<file path="config.mk">
export PLATFORM = sky130hd
export DESIGN_NAME = dbpm_pin_mux
export DESIGN_NICKNAME = d
export VERILOG_FILES = /design/src/core/dbpm_pkg.sv /design/src/core/dbpm_pin_mux.sv /design/src/core/dbpm_sync3.sv
export SDC_FILE = /design/constraint.sdc
export NUM_CORES = 1
export LEC_CHECK = 0
export ABC_CLOCK_PERIOD_IN_PS = 2800
export BUFFER_PORTS_ARGS = -buffer_cell sky130_fd_sc_hd__buf_4
export CAP_MARGIN = 20
export CORE_MARGIN = 2
export CORE_UTILIZATION = 57
export CTS_CLUSTER_DIAMETER = 30
export CTS_CLUSTER_SIZE = 12
export DETAILED_ROUTE_END_ITERATION = 10
export GPL_TIMING_DRIVEN = 0
export PLACE_DENSITY = 0.81
export SLEW_MARGIN = 15
export SYNTH_ARGS = -nofsm -noshare
export SYNTH_HDL_FRONTEND = slang
export SYNTH_SLANG_ARGS = --single-unit
export TNS_END_PERCENT = 50
</file>
<file path="constraint.sdc">
create_clock -name i_clk -period 2.8 [get_ports i_clk]
set_input_delay 0.42 -clock i_clk [delete_from_list [all_inputs] [get_ports i_clk]]
set_output_delay 0.42 -clock i_clk [all_outputs]
set_load 0.005 [all_outputs]
</file>
<file path="src/core/dbpm_pkg.sv">
// constants and types shared by the bus pin mode select block
`default_nettype none
package dbpm_pkg;
	localparam int ADDR_W = 14;
	localparam int DATA_W = 24;
	localparam int HBUS_W = 16;
	localparam int BYTE_HI_W = 8;
	localparam int BYTE_HI_LSB = 16;
	localparam int HOST_DATA_LSB = 8;
	// operating modes chosen by the strap
	localparam logic MODE_FULL = 1'h0;
	localparam logic MODE_HOST = 1'h1;
	// reset cycles before the synchronised strap is trusted
	localparam logic [2:0] STRAP_SETTLE = 3'h4;
	// acknowledge stays inactive this many cycles after an access starts
	localparam logic [1:0] ACK_BUSY = 2'h2;
	// positions in the synchronised pin vector
	localparam int SY_DATA = 0;
	localparam int SY_HBUS = 24;
	localparam int SY_WR = 40;
	localparam int SY_RD = 41;
	localparam int SY_AL = 42;
	localparam int SY_SEL = 43;
	localparam int SY_BR = 44;
	localparam int SY_EBR = 45;
	localparam int SY_RFS = 46;
	localparam int SY_TFS = 47;
	localparam int SY_DR = 48;
	localparam int SY_SCLK = 49;
	localparam int SY_W = 50;
	// strobes and bus requests reset to their inactive levels
	localparam logic [SY_W-1:0] SY_RST = 50'h3B0000000000;
	typedef enum logic [2:0] {
		DBPM_HP_IDLE = 3'h1,
		DBPM_HP_WR = 3'h2,
		DBPM_HP_RD = 3'h4
	} dbpm_hp_state_t;
endpackage : dbpm_pkg
`default_nettype wire

</file>
<file path="src/core/dbpm_pin_mux.sv">
// external bus pin mode select, host port front end and serial port one pin mux
`timescale 1ns/1ps
`default_nettype none
module dbpm_pin_mux
	import dbpm_pkg::*;
(
	input wire logic i_clk,
	input wire logic i_rst_n,
	input wire logic i_mode_strap,
	input wire logic i_bus_request_in_n,
	input wire logic i_emu_bus_request_in_n,
	input wire logic [ADDR_W-1:0] i_core_addr,
	input wire logic [DATA_W-1:0] i_core_data_out,
	input wire logic i_core_data_drive,
	input wire logic i_core_byte_access,
	input wire logic [BYTE_HI_W-1:0] i_core_byte_addr_hi,
	input wire logic i_core_pm_sel,
	input wire logic i_core_dm_sel,
	input wire logic i_core_io_sel,
	input wire logic i_core_ovl_sel,
	output logic [DATA_W-1:0] o_core_data_in,
	output logic o_host_mode,
	output logic [ADDR_W-1:0] o_ext_address_out,
	output logic [ADDR_W-1:0] o_ext_address_oe_n,
	input wire logic [DATA_W-1:0] i_ext_data_bus,
	output logic [DATA_W-1:0] o_ext_data_bus,
	output logic [DATA_W-1:0] o_ext_data_bus_oe_n,
	output logic o_program_mem_select_n,
	output logic o_data_mem_select_n,
	output logic o_io_space_select_n,
	output logic o_overlay_mem_select_n,
	output logic o_mem_select_oe_n,
	input wire logic [HBUS_W-1:0] i_host_addr_data_bus,
	output logic [HBUS_W-1:0] o_host_addr_data_bus,
	output logic o_host_addr_data_bus_oe_n,
	input wire logic i_host_write_strobe_n,
	input wire logic i_host_read_strobe_n,
	input wire logic i_host_addr_latch,
	input wire logic i_host_port_select_n,
	output logic o_host_port_ack_n,
	output logic [HBUS_W-1:0] o_hdma_addr,
	output logic [HBUS_W-1:0] o_hdma_wdata,
	output logic o_hdma_wr,
	output logic o_hdma_rd,
	input wire logic [HBUS_W-1:0] i_hdma_rdata,
	input wire logic i_sp1_alt_en,
	input wire logic i_sp_rfs_out,
	input wire logic i_sp_rfs_drive,
	input wire logic i_sp_tfs_out,
	input wire logic i_sp_tfs_drive,
	input wire logic i_sp_dt,
	input wire logic i_sp_sclk_out,
	input wire logic i_sp_sclk_internal,
	input wire logic i_flag_out,
	output logic o_sp_rfs_in,
	output logic o_sp_tfs_in,
	output logic o_sp_dr,
	output logic o_sp_sclk_in,
	output logic o_alt_irq_zero_n,
	output logic o_alt_irq_one_n,
	output logic o_flag_in,
	input wire logic i_sp1_rfs,
	output logic o_sp1_rfs,
	output logic o_sp1_rfs_oe_n,
	input wire logic i_sp1_tfs,
	output logic o_sp1_tfs,
	output logic o_sp1_tfs_oe_n,
	input wire logic i_sp1_dr,
	output logic o_sp1_dt,
	input wire logic i_sp1_sclk,
	output logic o_sp1_sclk,
	output logic o_sp1_sclk_oe_n
);
	typedef struct packed {
		logic [2:0] settle;
		logic mode;
		dbpm_hp_state_t hp;
		logic [1:0] busy;
		logic [HBUS_W-1:0] hdma_addr;
		logic [HBUS_W-1:0] hdma_wdata;
		logic [HBUS_W-1:0] hbus_out;
		logic hbus_drive;
		logic hdma_wr;
		logic hdma_rd;
		logic ack_n;
		logic wr_prev;
		logic rd_prev;
		logic al_prev;
		logic [ADDR_W-1:0] addr_out;
		logic [ADDR_W-1:0] addr_oe_n;
		logic [DATA_W-1:0] data_out;
		logic [DATA_W-1:0] data_oe_n;
		logic [DATA_W-1:0] data_in;
		logic [3:0] sel_n;
		logic sel_oe_n;
		logic rfs_out;
		logic rfs_oe_n;
		logic tfs_out;
		logic tfs_oe_n;
		logic dt_out;
		logic sclk_out;
		logic sclk_oe_n;
		logic alt_irq_zero_n;
		logic alt_irq_one_n;
		logic flag_in;
		logic run;
	} dbpm_state_t;

	dbpm_state_t q;
	dbpm_state_t d;
	logic [SY_W-1:0] sy_in;
	logic [SY_W-1:0] sy;
	logic strap_s;
	logic [HBUS_W-1:0] sy_hbus;
	logic bus_float;
	logic sel_ok;

	// every pin input is synchronised before use
	assign sy_in = {i_sp1_sclk, i_sp1_dr, i_sp1_tfs, i_sp1_rfs, i_emu_bus_request_in_n,
		i_bus_request_in_n, i_host_port_select_n, i_host_addr_latch, i_host_read_strobe_n,
		i_host_write_strobe_n, i_host_addr_data_bus, i_ext_data_bus};

	dbpm_sync3 #(.W(SY_W), .RST_VAL(SY_RST)) u_pin_sync (
		.i_clk(i_clk),
		.i_rst_n(i_rst_n),
		.i_async(sy_in),
		.o_sync(sy)
	);

	// strap chain keeps running in reset so the level can be caught there
	dbpm_sync3 #(.W(1), .RST_VAL(1'h0)) u_strap_sync (
		.i_clk(i_clk),
		.i_rst_n(1'b1),
		.i_async(i_mode_strap),
		.o_sync(strap_s)
	);

	assign sy_hbus = sy[SY_HBUS +: HBUS_W];
	assign bus_float = ~sy[SY_BR] | ~sy[SY_EBR];
	assign sel_ok = ~sy[SY_SEL];

	// next state; synchronous reset is folded in here
	always_comb begin
		d = q;
		// run is low on the edge that leaves reset, so checks skip that edge
		d.run = 1'b1;
		// settle counts reset cycles only; clearing it here makes each reset recount
		d.settle = 3'h0;
		d.hdma_wr = 1'b0;
		d.hdma_rd = 1'b0;
		d.wr_prev = sy[SY_WR];
		d.rd_prev = sy[SY_RD];
		d.al_prev = sy[SY_AL];
		if (q.busy != 2'h0) begin
			d.busy = q.busy - 2'h1;
		end
		// host port sequencer, live only in host mode
		case (q.hp)
			DBPM_HP_IDLE: begin
				if (q.mode == MODE_HOST && sel_ok) begin
					if (sy[SY_AL] && !q.al_prev) begin
						d.hdma_addr = sy_hbus;
					end else if (q.wr_prev && !sy[SY_WR]) begin
						d.hdma_wr = 1'b1;
						d.hdma_wdata = sy_hbus;
						d.hp = DBPM_HP_WR;
						d.busy = ACK_BUSY;
					end else if (q.rd_prev && !sy[SY_RD]) begin
						d.hdma_rd = 1'b1;
						d.hp = DBPM_HP_RD;
						d.busy = ACK_BUSY;
					end
				end
			end
			DBPM_HP_WR: begin
				if (sy[SY_WR] || !sel_ok) begin
					d.hp = DBPM_HP_IDLE;
					d.hdma_addr = q.hdma_addr + 16'h1;
				end
			end
			DBPM_HP_RD: begin
				d.hbus_out = i_hdma_rdata;
				d.hbus_drive = 1'b1;
				if (sy[SY_RD] || !sel_ok) begin
					d.hp = DBPM_HP_IDLE;
					d.hbus_drive = 1'b0;
					d.hdma_addr = q.hdma_addr + 16'h1;
				end
			end
			default: begin
				d.hp = DBPM_HP_IDLE;
				d.hbus_drive = 1'b0;
			end
		endcase
		d.ack_n = ~(q.mode == MODE_HOST && sel_ok && d.hp == DBPM_HP_IDLE && d.busy == 2'h0);
		// external memory bus; roles never change after reset
		d.addr_out = i_core_addr;
		d.addr_oe_n = '0;
		d.data_out = i_core_data_out;
		d.data_oe_n = i_core_data_drive ? '0 : '1;
		d.data_in = sy[SY_DATA +: DATA_W];
		if (q.mode == MODE_FULL && i_core_byte_access) begin
			d.data_out[BYTE_HI_LSB +: BYTE_HI_W] = i_core_byte_addr_hi;
			d.data_oe_n[BYTE_HI_LSB +: BYTE_HI_W] = '0;
		end
		if (q.mode == MODE_HOST) begin
			// only the low address bit and data 23..8 remain
			d.addr_out[ADDR_W-1:1] = '0;
			d.addr_oe_n[ADDR_W-1:1] = '1;
			d.data_out[HOST_DATA_LSB-1:0] = '0;
			d.data_oe_n[HOST_DATA_LSB-1:0] = '1;
			d.data_in[HOST_DATA_LSB-1:0] = '0;
		end
		// selects stay out unless a bus request floats them, so outside logic can decode peripherals
		d.sel_n = ~{i_core_ovl_sel, i_core_io_sel, i_core_dm_sel, i_core_pm_sel};
		d.sel_oe_n = bus_float;
		if (bus_float) begin
			d.addr_oe_n = '1;
			d.data_oe_n = '1;
		end
		// serial port one frame and data pins follow software while i_sp1_alt_en is low
		d.rfs_out = i_sp_rfs_out;
		d.rfs_oe_n = ~i_sp_rfs_drive;
		d.tfs_out = i_sp_tfs_out;
		d.tfs_oe_n = ~i_sp_tfs_drive;
		d.dt_out = i_sp_dt;
		d.alt_irq_zero_n = 1'b1;
		d.alt_irq_one_n = 1'b1;
		if (i_sp1_alt_en) begin
			d.rfs_oe_n = 1'b1;
			d.tfs_oe_n = 1'b1;
			d.dt_out = i_flag_out;
			d.alt_irq_zero_n = sy[SY_RFS];
			d.alt_irq_one_n = sy[SY_TFS];
		end
		// flag input always tracks, so both roles live together
		d.flag_in = sy[SY_DR];
		// internal clock is independent of the alternate pin use
		d.sclk_out = i_sp_sclk_out;
		d.sclk_oe_n = ~i_sp_sclk_internal;
		if (!i_rst_n) begin
			d = '0;
			d.hp = DBPM_HP_IDLE;
			d.ack_n = 1'b1;
			d.wr_prev = 1'b1;
			d.rd_prev = 1'b1;
			d.addr_oe_n = '1;
			d.data_oe_n = '1;
			d.sel_n = '1;
			d.sel_oe_n = 1'b1;
			d.rfs_oe_n = 1'b1;
			d.tfs_oe_n = 1'b1;
			d.sclk_oe_n = 1'b1;
			d.alt_irq_zero_n = 1'b1;
			d.alt_irq_one_n = 1'b1;
			// strap trusted only once its chain has filled
			d.settle = (q.settle == STRAP_SETTLE) ? STRAP_SETTLE : q.settle + 3'h1;
			d.mode = (q.settle == STRAP_SETTLE) ? strap_s : MODE_FULL;
		end
	end

	// mode is only written in the reset branch above
	always_ff @(posedge i_clk) begin
		q <= d;
	end

	assign o_host_mode = q.mode;
	assign o_core_data_in = q.data_in;
	assign o_ext_address_out = q.addr_out;
	assign o_ext_address_oe_n = q.addr_oe_n;
	assign o_ext_data_bus = q.data_out;
	assign o_ext_data_bus_oe_n = q.data_oe_n;
	assign {o_overlay_mem_select_n, o_io_space_select_n, o_data_mem_select_n,
		o_program_mem_select_n} = q.sel_n;
	assign o_mem_select_oe_n = q.sel_oe_n;
	assign o_host_addr_data_bus = q.hbus_out;
	assign o_host_addr_data_bus_oe_n = ~q.hbus_drive;
	assign o_host_port_ack_n = q.ack_n;
	assign o_hdma_addr = q.hdma_addr;
	assign o_hdma_wdata = q.hdma_wdata;
	assign o_hdma_wr = q.hdma_wr;
	assign o_hdma_rd = q.hdma_rd;
	assign o_sp_rfs_in = sy[SY_RFS];
	assign o_sp_tfs_in = sy[SY_TFS];
	assign o_sp_dr = sy[SY_DR];
	assign o_sp_sclk_in = sy[SY_SCLK];
	assign o_alt_irq_zero_n = q.alt_irq_zero_n;
	assign o_alt_irq_one_n = q.alt_irq_one_n;
	assign o_flag_in = q.flag_in;
	assign o_sp1_rfs = q.rfs_out;
	assign o_sp1_rfs_oe_n = q.rfs_oe_n;
	assign o_sp1_tfs = q.tfs_out;
	assign o_sp1_tfs_oe_n = q.tfs_oe_n;
	assign o_sp1_dt = q.dt_out;
	assign o_sp1_sclk = q.sclk_out;
	assign o_sp1_sclk_oe_n = q.sclk_oe_n;
endmodule : dbpm_pin_mux
`default_nettype wire

</file>
<file path="src/core/dbpm_sync3.sv">
// three-stage pin synchroniser with agreement filter
`timescale 1ns/1ps
`default_nettype none
module dbpm_sync3
	import dbpm_pkg::*;
#(
	parameter int W = 1,
	parameter logic [W-1:0] RST_VAL = '0
) (
	input wire logic i_clk,
	input wire logic i_rst_n,
	input wire logic [W-1:0] i_async,
	output logic [W-1:0] o_sync
);

	typedef struct packed {
		logic [W-1:0] s1;
		logic [W-1:0] s2;
		logic [W-1:0] s3;
		logic [W-1:0] val;
	} dbpm_sync_t;

	dbpm_sync_t q;
	dbpm_sync_t d;

	// s1 feeds only s2; val moves once s2 and s3 agree
	always_comb begin
		d = q;
		d.s1 = i_async;
		d.s2 = q.s1;
		d.s3 = q.s2;
		d.val = (~(q.s2 ^ q.s3) & q.s3) | ((q.s2 ^ q.s3) & q.val);
	end

	always_ff @(posedge i_clk) begin
		if (!i_rst_n) begin
			q <= {RST_VAL, RST_VAL, RST_VAL, RST_VAL};
		end else begin
			q <= d;
		end
	end

	assign o_sync = q.val;
endmodule : dbpm_sync3
`default_nettype wire

</file>
# --- After elaboration in Yosys (flattened, before gate mapping) ---
# Index checks and enable logic that the tools add are counted.
op_classes:
  n_addsub: 3
  eq_ne: 9
  mux: 26
  n_bitwise: 25
  n_reduce_logical: 26
op_table:
  columns: ["cell", "count"]
  rows:
  - ["$and A50 B50 Y50", 2]
  - ["$mux W16", 5]
  - ["$not A50 Y50", 1]
  - ["$or A50 B50 Y50", 1]
  - ["$xor A50 B50 Y50", 1]
  - ["$pmux W16 S3", 1]
  - ["$mux W37", 1]
  - ["$mux W24", 1]
  - ["$add A16 B1 Y16 const B", 1]
  - ["$mux W8", 2]
  - ["$mux W5", 3]
  - ["$not A1 Y1", 14]
  - ["$mux W13", 1]
  - ["$reduce_or A2 Y1", 5]
  - ["$mux W3", 3]
  - ["$pmux W3 S3", 1]
  - ["$ne A2 B2 Y1 const B", 4]
  - ["$logic_and A1 B1 Y1", 7]
  - ["$eq A3 B1 Y1 const B", 2]
  - ["$eq A3 B3 Y1 const B", 2]
  - ["$mux W1", 5]
  - ["$reduce_and A5 Y1", 1]
  - ["$reduce_or A5 Y1", 1]
  - ["$mux W2", 2]
  - ["other kinds (17)", 22]
word_totals:
  register_bits: 383
  inputBits: 130
  word_cells: 134

# --- Logic depth before layout (Yosys ltp) ---
depth:
  word_depth: 11
  mapped_depth: 7

# --- Cells and area by module ---
# A second synthesis with hierarchy kept.
unflattened:
  cells_unflattened: 1268
  hier_area_um2: 12498.2
modules_own_cells:
  columns: ["mod", "instances", "cells_each", "area_per_inst_um2"]
  rows:
  - ["dbpm_sync3 at u_pin_sync", 1, 572, 6249.7]
  - ["dbpm_pin_mux", 1, 686, 6132.1]
  - ["dbpm_sync3 at u_strap_sync", 1, 10, 116.4]

# --- Worst setup path before layout ---
# OpenSTA, ideal clock, no wires.
synth_timing:
  path_kind: "register to register"
  start: "register q, in the netlist o_host_mode"
  end: "register q, in the netlist o_hdma_wdata[15]"
  setup_time_ps: 128
  t_arrival_ps: 1530
  path_slack_ps: 1142
  stages_incl_launch_ff: 8
  path_cell_list: "edfxtp_1 -> nor2b_1 -> clkbuf_2 -> nand4_1 -> buf_2 -> buf_4 -> mux2i_1 -> nor2_1"
synth_via:
  elab_chain_len: 2
synth_lines:
  columns: ["item", "line_no", "source"]
  rows:
  - ["start: declaration", "dbpm_pin_mux.sv:109", "dbpm_state_t q;"]
  - ["start signal: assignment", "dbpm_pin_mux.sv:264", "q <= d;"]
  - ["$logic_and A1 B1 Y1", "dbpm_pin_mux.sv:160", "if (q.mode == MODE_HOST && sel_ok) begin"]
  - ["$reduce_and A4 Y1 (no source line)", null, null]
# Every way passes these cells.
# A chain may end at the register's enable or synchronous reset.

# --- Final worst setup path ---
layout_timing:
  start: "register q, in the netlist o_host_mode"
  end: "register q, in the netlist o_hdma_wdata[9]"
# The elaborated chain is that of the path after synthesis.

==> metrics.md <==
| Metric | Value |
|---|---|
| Initial DRT Pass Iterations | 5 |
| Sink Count | 349 |
| Finished Core Util | 79.0% |
| Initial antenna violation count | 0 |
| Async set-reset flop share out of synthesis | 0% |
| Slowest-stage cell, CP | edfxtp_1 |
| Number of synthesized flops with an enable pin | 2 |
| Net Sw Frac | 20.6% |
| Clock tree buffer depth | 3 |
| Net switching power figure | 2.52 mW |
| Combinational group share of total power | 4.7% |
| Max-Cap Viols | 0 |
| Prevailing post-synth register cell | dfxtp_1 |
| DPL Wire Length | 20,100 um |
| Post-CTS Resized | 0 |
| Clock Skew | 13.2 ps |
| Clock latency on the worst-skew pair | 540 ps |
| FMAX | 521 MHz |
| GRT Util Overall | 25.1% |
| Final worst path period share | 68.6% |
| Initial Utilization | 57.8% |
| Hold slack final | 34.4 ps |
| Crit path DAT | 2320 ps |
| Mapped Avg Cell Area | 10.1 um2 |
| Pleak | 7.34 nW |
| Post-synth cell types | 55 |
| Die area | 22,400 um2 |
| Core Area | 20,900 um2 |
| Port-buffer cells | 300 |
| R2R setup slack | 880 ps |
| Synth Cell Area | 12,100 um2 |
| Average via count per standard cell | 4.90 |
| CTS Root Cell | clkbuf_16 |
| Antenna viol nets, final | 0 |
| H-tree depth reported by CTS | 2 |
| GPL Wtd Cong | 0.869 |
| Max rail drop VDD | 641 uV |
| WL/cell | 15.4 um |
| Buf+Inv Stages, Crit Path | 3 |
| Placed cell area | 14,700 um2 |
| Min Tclk post-route | 1920 ps |
| Final Max Slew Viols | 0 |
| Synth warn | 0 |
| Area Overhead vs Synth | 36.6% |
| Kind of cell adding the most delay to the critical path | buffers and inverters |
| # rows | 53 |
| WL final | 28,800 um |
| Status | completed |
| Largest area contributor in the netlist | dfxtp_1 |
| #FFs+latches synth | 349 |
| Via count | 9,166 |
| Cell count after synthesis | 1,196 |
| Final setup TNS | 0 ps |
| CTS tree | done |
| DP Cell Count | 1,771 |
| Hold Crit Class | input port to register |
| Total CTS buffers | 54 |
| Crit-path cells | nor2b_1 > clkbuf_2 > nand4_1 > buf_2 > buf_4 > mux2i_1 > nor2_1 |
| Share of the synthesized area in the top cell type | 57.5% |
| First-pass GRT wire length | 44,700 um |
| Pwr Density | 741 nW/um2 |
| Largest net degree at the start of global routing | 14 |
| ANT cells | 0 |
| Slew @ Worst Pin | 909 ps |
| Multi-input logic area | 3700 um2 |
| P_int | 9.72 mW |
| Maximum fanout along the worst path | 10 |
| GRT overflow | 0 |
| Top post-synthesis cells by area | dfxtp_1 57%, and2_1 10%, buf_4 9.4% |
| Critical path class | register to register |
| IO Count | 302 |
| DR DRC count | 0 |
| 1st-iter DRT viols | 425 |
| Worst setup SP type | register |
| Sequential power share | 42.4% |
| Final hold violation count | 0 |
| Unrepaired setup endpoints after global routing | false |
| Clock share of power | 52.9% |
| Vias in the first global route | 9,124 |
| Die X | 150 um |
| CP max stage delay | 500 ps |
| CP endpoint kind | register |
| Endpoints failing setup | 0 |
| Fin nets | 1,686 |
| Fillers | 1,337 |
| Share of layout cells above drive strength 1 | 34.8% |
| Register area | 7010 um2 |
| Post-CTS setup buffer count | 0 |
| Die Ht | 150 um |
| Non-filler instance count after layout | 1,869 |
| Worst Path Required | 3200 ps |
| Finished layout cell area | 16,500 um2 |
| Synthesized Nets | 1,329 |
| Clk pin slew, worst setup/hold paths | 50 ps |
| Sequential share of the synthesized area | 58.0% |
| Worst slew margin | 39.2% |
kinds of logic after synthesis:
logic type               after synthesis  share of synthesized area, %
buffers and inverters                211                          11.4
adder cells (fa/ha/maj)                3                         0.311
AND/OR/NAND/NOR                      423                          18.8
AO/OA/AOI/OAI                        180                          8.90
multiplexers                          25                          2.07
flip-flops                           349                          58.0
XOR/XNOR                               5                         0.518
cells in the mapped netlist, types with 2 or more instances:
master	n
edfxtp_1	2
nor3_1	11
inv_1	10
a21oi_1	75
buf_4	151
a311oi_1	4
o211ai_1	3
nand2b_1	20
nand3b_1	2
o21a_1	6
buf_2	4
nor3b_1	4
xnor2_1	3
o22ai_1	4
a22oi_1	5
nor2b_1	3
nand2_1	112
and2_1	194
clkbuf_1	39
o21ai_0	53
and3_1	7
mux2i_1	25
buf_1	2
a32oi_1	3
o31a_1	3
nor2_1	40
clkbuf_2	3
o32ai_1	4
nor4_1	5
nand4_1	8
o211a_1	2
dfxtp_1	347
a211oi_1	8
ha_1	3
nand3_1	11
layout by cell type, fill, tap and decap left out, types with 10 or more instances in the layout:
cell type and n:
clkbuf_8 11, buf_4 451, nand2_1 112, dfxtp_1 347
and2_1 194, a21oi_1 75, nand3_1 11, nand2b_1 20
o21ai_0 53, clkbuf_1 47, inv_1 10, nor2_1 40
mux2i_1 25, nor3_1 11, clkbuf_16 55
worst register-to-register path, delay by kind of cell, from the launching register on:
family                 cells  cell delay [ps]
buffers and inverters      3              730
flip-flops                 1              500
AND/OR/NAND/NOR            3              340
multiplexers               1              210
through the flow:
stage          setup slack, ps  power [mW]
2_1_floorplan             1140        5.52
3_3_place_gp               627        5.83
4_1_cts                    864        12.3
5_1_grt                    754        12.6
3_5_place_dp               651        5.85
6_report                   880        12.2
final cells by class:
type | count | area share [%]
Inverter | 11 | 0.250
Buffer | 200 | 8.08
Clock inverter | 23 | 1.58
Sequential cell | 349 | 42.4
Tap cell | 275 | 2.08
Timing Repair Buffer | 301 | 13.7
Clock buffer | 74 | 9.44
Multi-Input combinational cell | 636 | 22.4
worst paths after layout:
path / cells past startpoint / endpoint / startpoint
max: 7 / o_hdma_wdata[9]$_SDFFE_PN0P_ / o_host_mode$_SDFFCE_PN0N_
max reg2reg: 7 / o_hdma_wdata[9]$_SDFFE_PN0P_ / o_host_mode$_SDFFCE_PN0N_
min: 2 / o_program_mem_select_n$_SDFF_PN1_ / i_core_pm_sel
min reg2reg: 0 / u_strap_sync.d[1]$_DFF_P_ / u_strap_sync.d[2]$_DFF_P_
routing by layer:
metal / global-route usage, % / wire, um / share of wire, % / vias to the layer above
met5: 0 / 0 / 0 / -
met2: 43.8 / 14300 / 50 / 310
met1: 30.4 / 11700 / 41 / 4281
li1: - / - / - / 4513
met3: 6.01 / 2040 / 7.1 / 62
met4: 8.62 / 694 / 2.4 / 0
power groups by stage:
stage | Combinational [mW] | Sequential [mW] | Clock [mW]
detailed placement | 0.569 | 5.29 | 0
global route | 0.618 | 5.20 | 6.81
global placement | 0.555 | 5.28 | 0
floorplan | 0.250 | 5.27 | 0
CTS | 0.577 | 5.19 | 6.55
finish | 0.569 | 5.19 | 6.48
what timing repair did:
item	CTS	global route
setup endpoints to repair	0	0
hold buffers	1	0
endpoints found under the hold margin	1	0
No activity file was read; power rests on OpenSTA's default activity.
